`src/hdl/adc_ctrl_pkg.sv`:
```
// Shared constants for the single-conversion converter controller
package adc_ctrl_pkg;
    // Transfer kinds on the I/O port (op none is the bare start form)
    localparam logic [2:0] OP_NONE = 3'h0;
    localparam logic [2:0] OP_CHAN_WR = 3'h1;
    localparam logic [2:0] OP_CHAN_RD = 3'h2;
    localparam logic [2:0] OP_GAIN_WR = 3'h3;
    localparam logic [2:0] OP_RESULT_RD = 3'h4;
    // Function field attached to a transfer
    localparam logic [1:0] FN_NONE = 2'h0;
    localparam logic [1:0] FN_START = 2'h1;
    localparam logic [1:0] FN_CLEAR = 2'h2;
    localparam logic [1:0] FN_PULSE = 2'h3;
    // Accumulator layout, vector bit 15 is accumulator bit 0 (MSB)
    localparam int ACC_W = 16;
    localparam int ACC_CHAN_LSB = 0;
    localparam int CHAN_W = 8;
    localparam int ACC_GAIN_LSB = 14;
    localparam int GAIN_W = 2;
    localparam int MUX_SEL_W = 5;
    localparam int CONV_W = 12;
    localparam int FACTOR_W = 4;
    // Reset values of the registers
    localparam logic [7:0] CHAN_RST = 8'h00;
    localparam logic [1:0] GAIN_RST = 2'h0;
    localparam logic [15:0] RESULT_RST = 16'h0000;
    // Sampling clock timing
    localparam int CLK_MHZ = 100;
    localparam int SAMPLE_PERIOD_US = 10;
    localparam int SAMPLE_PERIOD_CYC = SAMPLE_PERIOD_US * CLK_MHZ;
endpackage

```
`src/hdl/sample_clock_div.sv`:
```
// Internal sampling clock: one-cycle tick every PERIOD_CYC cycles
`timescale 1ns/100ps
module sample_clock_div #(
    parameter int PERIOD_CYC = adc_ctrl_pkg::SAMPLE_PERIOD_CYC
) (
    // Clock and reset
    input wire logic mclk_i,
    input wire logic reset_n_i,
    // Control and tick
    input wire logic enable_i,
    output logic tick_o
);
    localparam int CW = $clog2(PERIOD_CYC + 1);
    localparam logic [CW-1:0] LAST = CW'(PERIOD_CYC - 1);

    logic [CW-1:0] count;
    logic [CW-1:0] next_count;
    logic next_tick;

    // Free-running count while enabled, held at zero otherwise
    always_comb begin
        next_count = '0;
        next_tick = 1'b0;
        if (enable_i) begin
            if (count == LAST) begin
                next_tick = 1'b1;
            end else begin
                next_count = CW'(count + 1'b1);
            end
        end
    end

    always_ff @(posedge mclk_i) begin
        if (!reset_n_i) begin
            count <= '0;
            tick_o <= 1'b0;
        end else begin
            count <= next_count;
            tick_o <= next_tick;
        end
    end

    // Ticks never come on two consecutive cycles
    a_tick_spacing: assert property (@(posedge mclk_i) disable iff (!reset_n_i)
        tick_o |=> !tick_o)
        else $error("sample ticks too close");
endmodule // sample_clock_div

```
`src/hdl/result_latch.sv`:
```
// Holds the converter result, right-justified and extended to 16 bits
`timescale 1ns/100ps
module result_latch #(
    parameter int RESULT_W = 12,
    parameter bit BIPOLAR = 1'b1
) (
    // Clock and reset
    input wire logic mclk_i,
    input wire logic reset_n_i,
    // Converter side
    input wire logic capture_i,
    input wire logic [adc_ctrl_pkg::CONV_W-1:0] raw_i,
    // Formatted word
    output logic [adc_ctrl_pkg::ACC_W-1:0] word_o
);
    logic [adc_ctrl_pkg::ACC_W-1:0] next_word;
    logic sign_fill;

    // Low bits take the result, upper bits zero fill or sign copy
    always_comb begin
        sign_fill = BIPOLAR & raw_i[RESULT_W-1];
        next_word = word_o;
        if (capture_i) begin
            next_word = {{(adc_ctrl_pkg::ACC_W - RESULT_W){sign_fill}},
                raw_i[RESULT_W-1:0]};
        end
    end

    // Only a new conversion replaces the held word
    always_ff @(posedge mclk_i) begin
        if (!reset_n_i) begin
            word_o <= adc_ctrl_pkg::RESULT_RST;
        end else begin
            word_o <= next_word;
        end
    end

    a_result_hold: assert property (@(posedge mclk_i) disable iff (!reset_n_i)
        !capture_i |=> $stable(word_o))
        else $error("result changed without a conversion");
    a_result_fill: assert property (@(posedge mclk_i) disable iff (!reset_n_i)
        capture_i |=> word_o[RESULT_W-1:0] == $past(raw_i[RESULT_W-1:0])
        && (word_o[adc_ctrl_pkg::ACC_W-1]
        == (BIPOLAR & $past(raw_i[RESULT_W-1]))))
        else $error("result not justified or extended");
endmodule // result_latch

```
`src/hdl/adc_single_conversion_controller.sv`:
```
// Converter controller: flags, channel pointer, gain, start and result path
// How it works
// - Channels are numbered from zero to installed count minus one.
// - Console reset clears busy and done; clear command and I/O reset clear busy, and done unless a single-mode end of conversion coincides.
// - Start sets busy, clears done, picks single mode, triggers conversion.
// - Pulse sets busy, clears done, picks data channel mode and sequence.
// - Eight-bit channel pointer, written and read back by the host.
// - Pointer increments at each end of conversion unless disabled or written by a channel write in that cycle.
// - Only the low five pointer bits drive the multiplexer.
// - Without a multiplexer the pointer is kept but has no effect.
// - With a sampling clock enabled, start arms; next tick converts.
// - Single mode end of conversion clears busy, sets done, requests irq.
// - Channel write takes accumulator bits 8-15, then applies function.
// - Channel read returns pointer in bits 8-15, zeros in bits 0-7.
// - Gain write takes bits 0-1; no-op without the gain option.
// - Gain code selects amplification; 00 is unity, 01 doubles.
// - Gain codes give factors one, two, four and eight.
// - Result read right-justifies result, zero fill or sign extension.
// - Result stays readable, unchanged, until next conversion ends.
`timescale 1ns/100ps
module adc_single_conversion_controller #(
    parameter bit MUX_FITTED = 1'b1,
    parameter bit GAIN_FITTED = 1'b1,
    parameter int RESULT_W = 12,
    parameter bit BIPOLAR = 1'b1,
    parameter int SAMPLE_PERIOD_CYC = adc_ctrl_pkg::SAMPLE_PERIOD_CYC
) (
    // Clock and console reset
    input wire logic mclk_i,
    input wire logic reset_n_i,
    // Programmed I/O transfers
    input wire logic io_strobe_i,
    input wire logic [2:0] io_op_i,
    input wire logic [1:0] io_func_i,
    input wire logic [15:0] io_data_i,
    input wire logic io_reset_i,
    output logic [15:0] io_rdata_o,
    output logic io_rvalid_o,
    // Flags and interrupt request
    output logic busy_o,
    output logic done_o,
    output logic irq_o,
    output logic dc_mode_o,
    // Controller adjustments and external sampling clock
    input wire logic int_clk_en_i,
    input wire logic ext_clk_en_i,
    input wire logic ext_sample_i,
    input wire logic auto_inc_dis_i,
    // Converter, multiplexer and amplifier
    output logic conv_start_o,
    input wire logic conv_eoc_i,
    input wire logic [11:0] conv_data_i,
    output logic [4:0] mux_channel_o,
    output logic [1:0] gain_code_o,
    output logic [3:0] gain_factor_o
);
    typedef enum logic [2:0] {
        st_idle = 3'b001,
        st_armed = 3'b010,
        st_conv = 3'b100
    } conv_state_e;

    // Amplification factor of a gain code: 1, 2, 4 or 8
    function automatic logic [3:0] gain_factor(input logic [1:0] code);
        gain_factor = 4'h1 << code;
    endfunction

    conv_state_e state;
    conv_state_e next_state;
    logic [7:0] channel_pointer;
    logic [7:0] next_channel_pointer;
    logic [1:0] amplification_setting;
    logic [1:0] next_amplification_setting;
    logic [15:0] conversion_result;
    logic next_busy;
    logic next_done;
    logic next_dc_mode;
    logic next_conv_start;
    logic [15:0] next_rdata;
    logic next_rvalid;
    logic [4:0] next_mux;
    logic int_tick;
    logic clock_active;
    logic tick;
    logic start_cmd;
    logic pulse_cmd;
    logic clear_cmd;
    logic eoc_ev;
    logic chan_wr;
    logic chan_rd;
    logic gain_wr;
    logic result_rd;

    // Internal sampling clock
    sample_clock_div #(
        .PERIOD_CYC(SAMPLE_PERIOD_CYC)
    ) u_div (
        .mclk_i(mclk_i),
        .reset_n_i(reset_n_i),
        .enable_i(int_clk_en_i),
        .tick_o(int_tick)
    );

    // Converter result holding register
    result_latch #(
        .RESULT_W(RESULT_W),
        .BIPOLAR(BIPOLAR)
    ) u_result (
        .mclk_i(mclk_i),
        .reset_n_i(reset_n_i),
        .capture_i(eoc_ev),
        .raw_i(conv_data_i),
        .word_o(conversion_result)
    );

    // Decode of the transfer and its function field
    always_comb begin
        chan_wr = io_strobe_i && io_op_i == adc_ctrl_pkg::OP_CHAN_WR;
        chan_rd = io_strobe_i && io_op_i == adc_ctrl_pkg::OP_CHAN_RD;
        gain_wr = io_strobe_i && io_op_i == adc_ctrl_pkg::OP_GAIN_WR;
        result_rd = io_strobe_i && io_op_i == adc_ctrl_pkg::OP_RESULT_RD;
        start_cmd = io_strobe_i && io_func_i == adc_ctrl_pkg::FN_START;
        pulse_cmd = io_strobe_i && io_func_i == adc_ctrl_pkg::FN_PULSE;
        clear_cmd = (io_strobe_i && io_func_i == adc_ctrl_pkg::FN_CLEAR)
            || io_reset_i;
        clock_active = int_clk_en_i || ext_clk_en_i;
        tick = (int_clk_en_i && int_tick) || (ext_clk_en_i && ext_sample_i);
        eoc_ev = conv_eoc_i && state == st_conv;
    end

    // Flags, sequencing and conversion trigger
    always_comb begin
        next_state = state;
        next_busy = busy_o;
        next_done = done_o;
        next_dc_mode = dc_mode_o;
        next_conv_start = 1'b0;
        case (state)
            st_idle: begin
                next_state = st_idle;
            end
            st_armed: begin
                if (tick) begin
                    next_state = st_conv;
                    next_conv_start = 1'b1;
                end
            end
            st_conv: begin
                if (eoc_ev && dc_mode_o) begin
                    next_state = clock_active ? st_armed : st_conv;
                    next_conv_start = !clock_active;
                end else if (eoc_ev) begin
                    next_state = st_idle;
                    next_busy = 1'b0;
                end
            end
            default: begin
                next_state = st_idle;
            end
        endcase
        if (clear_cmd) begin
            next_busy = 1'b0;
            next_done = 1'b0;
            next_state = st_idle;
            next_conv_start = 1'b0;
        end
        if ((start_cmd || pulse_cmd) && !io_reset_i) begin
            next_busy = 1'b1;
            next_done = 1'b0;
            next_dc_mode = pulse_cmd;
            next_state = clock_active ? st_armed : st_conv;
            next_conv_start = !clock_active;
        end
        if (eoc_ev && !dc_mode_o) begin
            next_done = 1'b1;
        end
    end

    // Channel pointer and gain setting
    always_comb begin
        next_channel_pointer = channel_pointer;
        next_amplification_setting = amplification_setting;
        if (chan_wr) begin
            next_channel_pointer = io_data_i[adc_ctrl_pkg::ACC_CHAN_LSB +:
                adc_ctrl_pkg::CHAN_W];
        end else if (eoc_ev && !auto_inc_dis_i) begin
            next_channel_pointer = 8'(channel_pointer + 8'h01);
        end
        if (gain_wr && GAIN_FITTED) begin
            next_amplification_setting = io_data_i[adc_ctrl_pkg::ACC_GAIN_LSB +:
                adc_ctrl_pkg::GAIN_W];
        end
        next_mux = MUX_FITTED ? channel_pointer[4:0] : 5'h00;
    end

    // Read data returned to the accumulator
    always_comb begin
        next_rdata = io_rdata_o;
        next_rvalid = chan_rd || result_rd;
        if (chan_rd) begin
            next_rdata = {8'h00, channel_pointer};
        end else if (result_rd) begin
            next_rdata = conversion_result;
        end
    end

    // State registers and registered outputs
    always_ff @(posedge mclk_i) begin
        if (!reset_n_i) begin
            state <= st_idle;
            busy_o <= 1'b0;
            done_o <= 1'b0;
            irq_o <= 1'b0;
            dc_mode_o <= 1'b0;
            conv_start_o <= 1'b0;
            channel_pointer <= adc_ctrl_pkg::CHAN_RST;
            amplification_setting <= adc_ctrl_pkg::GAIN_RST;
            mux_channel_o <= 5'h00;
            gain_code_o <= adc_ctrl_pkg::GAIN_RST;
            gain_factor_o <= 4'h1;
            io_rdata_o <= 16'h0000;
            io_rvalid_o <= 1'b0;
        end else begin
            state <= next_state;
            busy_o <= next_busy;
            done_o <= next_done;
            irq_o <= next_done;
            dc_mode_o <= next_dc_mode;
            conv_start_o <= next_conv_start;
            channel_pointer <= next_channel_pointer;
            amplification_setting <= next_amplification_setting;
            mux_channel_o <= next_mux;
            gain_code_o <= next_amplification_setting;
            gain_factor_o <= gain_factor(next_amplification_setting);
            io_rdata_o <= next_rdata;
            io_rvalid_o <= next_rvalid;
        end
    end

    a_start_sets_busy: assert property (@(posedge mclk_i)
        disable iff (!reset_n_i)
        start_cmd && !io_reset_i && !eoc_ev |=> busy_o && !done_o
        && !dc_mode_o)
        else $error("start did not set busy and clear done");
    a_eoc_sets_done: assert property (@(posedge mclk_i)
        disable iff (!reset_n_i)
        eoc_ev && !dc_mode_o && !start_cmd && !pulse_cmd
        |=> done_o && irq_o && !busy_o)
        else $error("end of conversion did not set done");
    a_clear_flags: assert property (@(posedge mclk_i)
        disable iff (!reset_n_i)
        clear_cmd && !eoc_ev && !(start_cmd && !io_reset_i) && !pulse_cmd
        |=> !busy_o && !done_o)
        else $error("clear left a flag set");
    a_chan_write: assert property (@(posedge mclk_i)
        disable iff (!reset_n_i)
        chan_wr |=> channel_pointer == $past(io_data_i[7:0]))
        else $error("channel write not loaded");
    a_chan_incr: assert property (@(posedge mclk_i)
        disable iff (!reset_n_i)
        eoc_ev && !auto_inc_dis_i && !chan_wr
        |=> channel_pointer == 8'($past(channel_pointer) + 8'h01))
        else $error("channel pointer did not increment");
    a_chan_read: assert property (@(posedge mclk_i)
        disable iff (!reset_n_i)
        chan_rd |=> io_rvalid_o && io_rdata_o[15:8] == 8'h00
        && io_rdata_o[7:0] == $past(channel_pointer))
        else $error("channel read value wrong");
    a_direct_start: assert property (@(posedge mclk_i)
        disable iff (!reset_n_i)
        start_cmd && !io_reset_i && !clock_active |=> conv_start_o)
        else $error("start did not trigger at once");
    a_armed_waits: assert property (@(posedge mclk_i)
        disable iff (!reset_n_i)
        state == st_armed && !tick |=> !conv_start_o)
        else $error("conversion began before a tick");
    a_mux_low_bits: assert property (@(posedge mclk_i)
        disable iff (!reset_n_i)
        1'b1 |=> mux_channel_o == (MUX_FITTED ?
        $past(channel_pointer[4:0]) : 5'h00))
        else $error("multiplexer select wrong");
    a_gain_factor: assert property (@(posedge mclk_i)
        disable iff (!reset_n_i)
        gain_factor_o == (gain_code_o == 2'h0 ? 4'h1
        : gain_code_o == 2'h1 ? 4'h2
        : gain_code_o == 2'h2 ? 4'h4 : 4'h8))
        else $error("gain factor does not match code");
    a_pulse_sets_mode: assert property (@(posedge mclk_i)
        disable iff (!reset_n_i)
        pulse_cmd && !io_reset_i && !eoc_ev
        |=> busy_o && !done_o && dc_mode_o)
        else $error("pulse did not select data channel mode");
    a_gain_write: assert property (@(posedge mclk_i)
        disable iff (!reset_n_i)
        gain_wr |=> gain_code_o == (GAIN_FITTED ?
        $past(io_data_i[15:14]) : $past(gain_code_o)))
        else $error("gain write not handled");
    a_result_read: assert property (@(posedge mclk_i)
        disable iff (!reset_n_i)
        result_rd |=> io_rvalid_o
        && io_rdata_o == $past(conversion_result))
        else $error("result read value wrong");
endmodule // adc_single_conversion_controller

```
`config.mk`:
```
export PLATFORM = sky130hd
export DESIGN_NAME = adc_single_conversion_controller
export DESIGN_NICKNAME = d
export VERILOG_FILES = /design/src/hdl/adc_ctrl_pkg.sv /design/src/hdl/sample_clock_div.sv /design/src/hdl/result_latch.sv /design/src/hdl/adc_single_conversion_controller.sv
export SDC_FILE = /design/constraint.sdc
export NUM_CORES = 1
export LEC_CHECK = 0
export BUFFER_PORTS_ARGS = -buffer_cell sky130_fd_sc_hd__buf_2
export CAP_MARGIN = 40
export CORE_MARGIN = 4
export CORE_UTILIZATION = 51
export DETAILED_ROUTE_END_ITERATION = 10
export PLACE_DENSITY = 0.8
export SYNTH_ARGS = -nofsm -noshare
export SYNTH_HDL_FRONTEND = slang
export SYNTH_SLANG_ARGS = --single-unit
```
`constraint.sdc`:
```
create_clock -name mclk_i -period 2 [get_ports mclk_i]
set_input_delay 0.1 -clock mclk_i [delete_from_list [all_inputs] [get_ports mclk_i]]
set_output_delay 0.1 -clock mclk_i [all_outputs]
set_load 0.005 [all_outputs]
```
==> results by group <==
Clock tree
  – CTS tree: done
  – Clock latency on the worst-skew pair: 0.33 ns
  – Postcts setup bufs: 0
  – H-Tree Depth: 3
  – CTS sink cnt: 62
  – CTS root buffer: clkbuf_8
  – Clock slew at reported path FFs: 0.06 ns
  – CTS buffer count: 9
  – Clk buf depth: 2

Worst setup path
  – Worst setup EP type: flop
  – Crit path launch type: flop
  – CP top delay family: simple AND/OR/NAND/NOR gates
  – Worst Path Arrival: 1.80 ns
  – Critical Path RT: 2.24 ns
  – Reg2reg end: channel_pointer[6]
  – Setup slack, reg-to-reg: 0.44 ns
  – Reg2Reg Depth: 4
  – Critical path, cell by cell: nand4bb_2 > nor3_2 > xnor2_1 > a211oi_1
  – Worst r2r src: state[0]
  – Critical path type: flop to flop
  – Worst path slowest cell: nand4bb_2
  – Crit path buf inv count: 0
  – CP peak stage delay: 0.47 ns
  – Worst-path maximum fanout: 11

Timing
  – Minimum clock period: 1.56 ns
  – Minimum hold slack: 0.0123 ns
  – Max-slew violations: 0
  – Peak Freq: 0.641 GHz
  – Period utilization: 0.780
  – Worst clock skew: 0.00511 ns
  – Worst-margin pin slew: 0.475 ns
  – Endpoints failing hold: 0
  – Final setup fails: 0
  – Fin Setup TNS: 0 ns
  – Slew headroom: 0.681
  – RSZ-0062 raised after global routing: no

Floorplan
  – I/O pin cnt: 75
  – Die X: 79.8 um
  – Die area: 0.00637 sq mm
  – Initial Util: 0.542
  – Die height: 79.8 um
  – Row count: 25
  – Core area: 0.00485 sq mm

Job
  – Max-cap viol count: 0

Placement
  – Dpl hpwl: 4150 um
  – I/O Buffers: 68
  – Placed cell area: 0.00298 sq mm
  – Gpl congestion: 0.921
  – Placed insts: 414

Yosys
  – Post-synth EDFFs: 0
  – Top FF cell, synth: dfxtp_1
  – #FFs+latches synth: 62
  – Top-area cell type share of the netlist area: 0.472
  – Seq/Total Area, Yosys: 0.472
  – Asr flop ratio synth: 0
  – Cells taking the most area after synthesis: dfxtp_1 47%, mux2i_1 6.9%, nor2_1 5.7%
  – Yosys Warn Count: 0
  – Biggest area consumer among synthesized cells: dfxtp_1
  – Most frequent cell after synthesis: dfxtp_1
  – Mapped Area: 0.00263 sq mm
  – Synth top cells by count: 62 x dfxtp_1, 40 x nor2_1, 35 x nand2_1, 23 x a21oi_1, 18 x mux2i_1
  – Yosys cell types: 42
  – Synthesized Nets: 335
  – Synth Area per Inst: 9.04 sq um
  – Post-Synthesis Cells: 291

Global route
  – First-pass GRT wire length: 9520 um
  – Pin count of the biggest net entering global routing: 24
  – Vias in the first global route: 2081
  – Tot GR Track Use: 0.192
  – Initial antenna violation count: 0
  – GRT overflow: 0

Hold path
  – Worst hold start: conv_data_i[5]
  – Hold path depth: 3
  – Hold endpoint: u_result.word_o[5]
  – HP Class: input port to flop

Drt
  – Remaining DRCs: 0
  – Detailed Route Iter0 Violations: 168
  – Vias: 2287
  – Vias/cell: 5.23
  – WL per Instance: 13.4 um
  – Final wirelength: 5840 um
  – Post-DRT Antenna Nets: 0
  – DR pass1 iterations: 4

Cells and area
  – Non-filler instance count after layout: 437
  – Diode count: 0
  – Share of cells above drive strength 1: 0.259
  – Post-route design area: 0.00324 sq mm
  – Area grow syn2layout: 23.2%
  – Layout Nets: 410
  – Final core utilization: 0.668

Pwr
  – Maximum vdd drop: 0.430 mV
  – Leakage Power: 1.31 nW
  – Pwr per Cell Area: 741 mW/mm^2

Status
  – Status: complete, no violations
==> worst min-delay path, cell delays in order <==
cell and delay [ns]:
buf_2 0.10, nand2_1 0.05, a21oi_1 0.05
==> routing by layer <==
metal / up-vias / track usage / share of wire
met5: - / 0 / 0
met3: 15 / 0.0497 / 0.074
met1: 1020 / 0.231 / 0.43
li1: 1145 / - / -
met2: 107 / 0.315 / 0.48
met4: 0 / 0.0980 / 0.022
==> sequential cells by signal (all words and copies together), names as in the netlist <==
signal                 count
u_div.count               10
channel_pointer            8
mux_channel_o              5
busy_o                     1
u_div.tick_o               1
state                      3
io_rdata_o                12
gain_factor_o              4
amplification_setting      2
dc_mode_o                  1
conv_start_o               1
io_rvalid_o                1
u_result.word_o           12
irq_o                      1
==> metrics by stage <==
step / power (mW) / setup WS, ns
after CTS: 2.42 / 0.458
after global placement: 1.44 / 0.515
final: 2.40 / 0.439
after floorplan: 1.37 / 0.604
after detailed placement: 1.45 / 0.461
after global routing: 2.50 / 0.352
==> placed cells by master, fill, tap and decap left out, types with 3 or more instances in the layout <==
master and count:
dfxtp_1 62, a31oi_1 3, nand4b_1 3, mux2i_1 18, o21ai_0 9, nand3_1 3, nor2_1 40, and2_1 8
clkbuf_8 11, buf_2 68, inv_1 4, buf_4 6, a21oi_1 23, nand3b_1 3, nand4_1 3, xnor2_1 11
a211oi_1 9, nor3b_1 3, nand2b_1 3, nor3_1 8, nand2_1 35, xor2_1 3, dlygate4sd3_1 8
==> how the worst max path moves through the flow <==
stage,start,to,depth (start not counted)
after global routing,u_div.count[0],u_div.count[8],5
after global placement,u_div.count[0],u_div.count[8],5
after floorplan,u_div.count[0],u_div.count[3],5
after CTS,u_div.count[0],u_div.count[3],5
final,state[0],channel_pointer[6],4
after detailed placement,u_div.count[0],u_div.count[3],5
==> layout make-up <==
type                            instances  area, sq um
Sequential cell                        62         1240
Clock inverter                          3         20.0
Tap cell                               67         83.8
Multi-Input combinational cell        207         1260
Timing Repair Buffer                   82          465
Inverter                                4         15.0
Fill cell                             405         1610
Clock buffer                           12          155
==> power breakdown <==
part           internal (mW)  switching [mW]  total [mW]
Sequential              1.26          0.0160        1.27
Combinational         0.0786          0.0829       0.161
Clock                  0.508           0.458       0.966
==> cells by family after synthesis <==
family | Yosys count | share of synthesized area
mux | 18 | 0.0685
simple gates | 122 | 0.237
xor+xnor | 14 | 0.0466
buf+inv | 22 | 0.0495
compound gates | 51 | 0.117
fa+ha+maj | 2 | 0.00951
flops | 62 | 0.472
==> repair_timing <==
item / in CTS / in global routing
endpoints found under the hold margin: 7 / 1
hold buffers: 7 / 1
resized for setup: 0 / 0
Note: power is estimated with default switching activity, not from simulation.
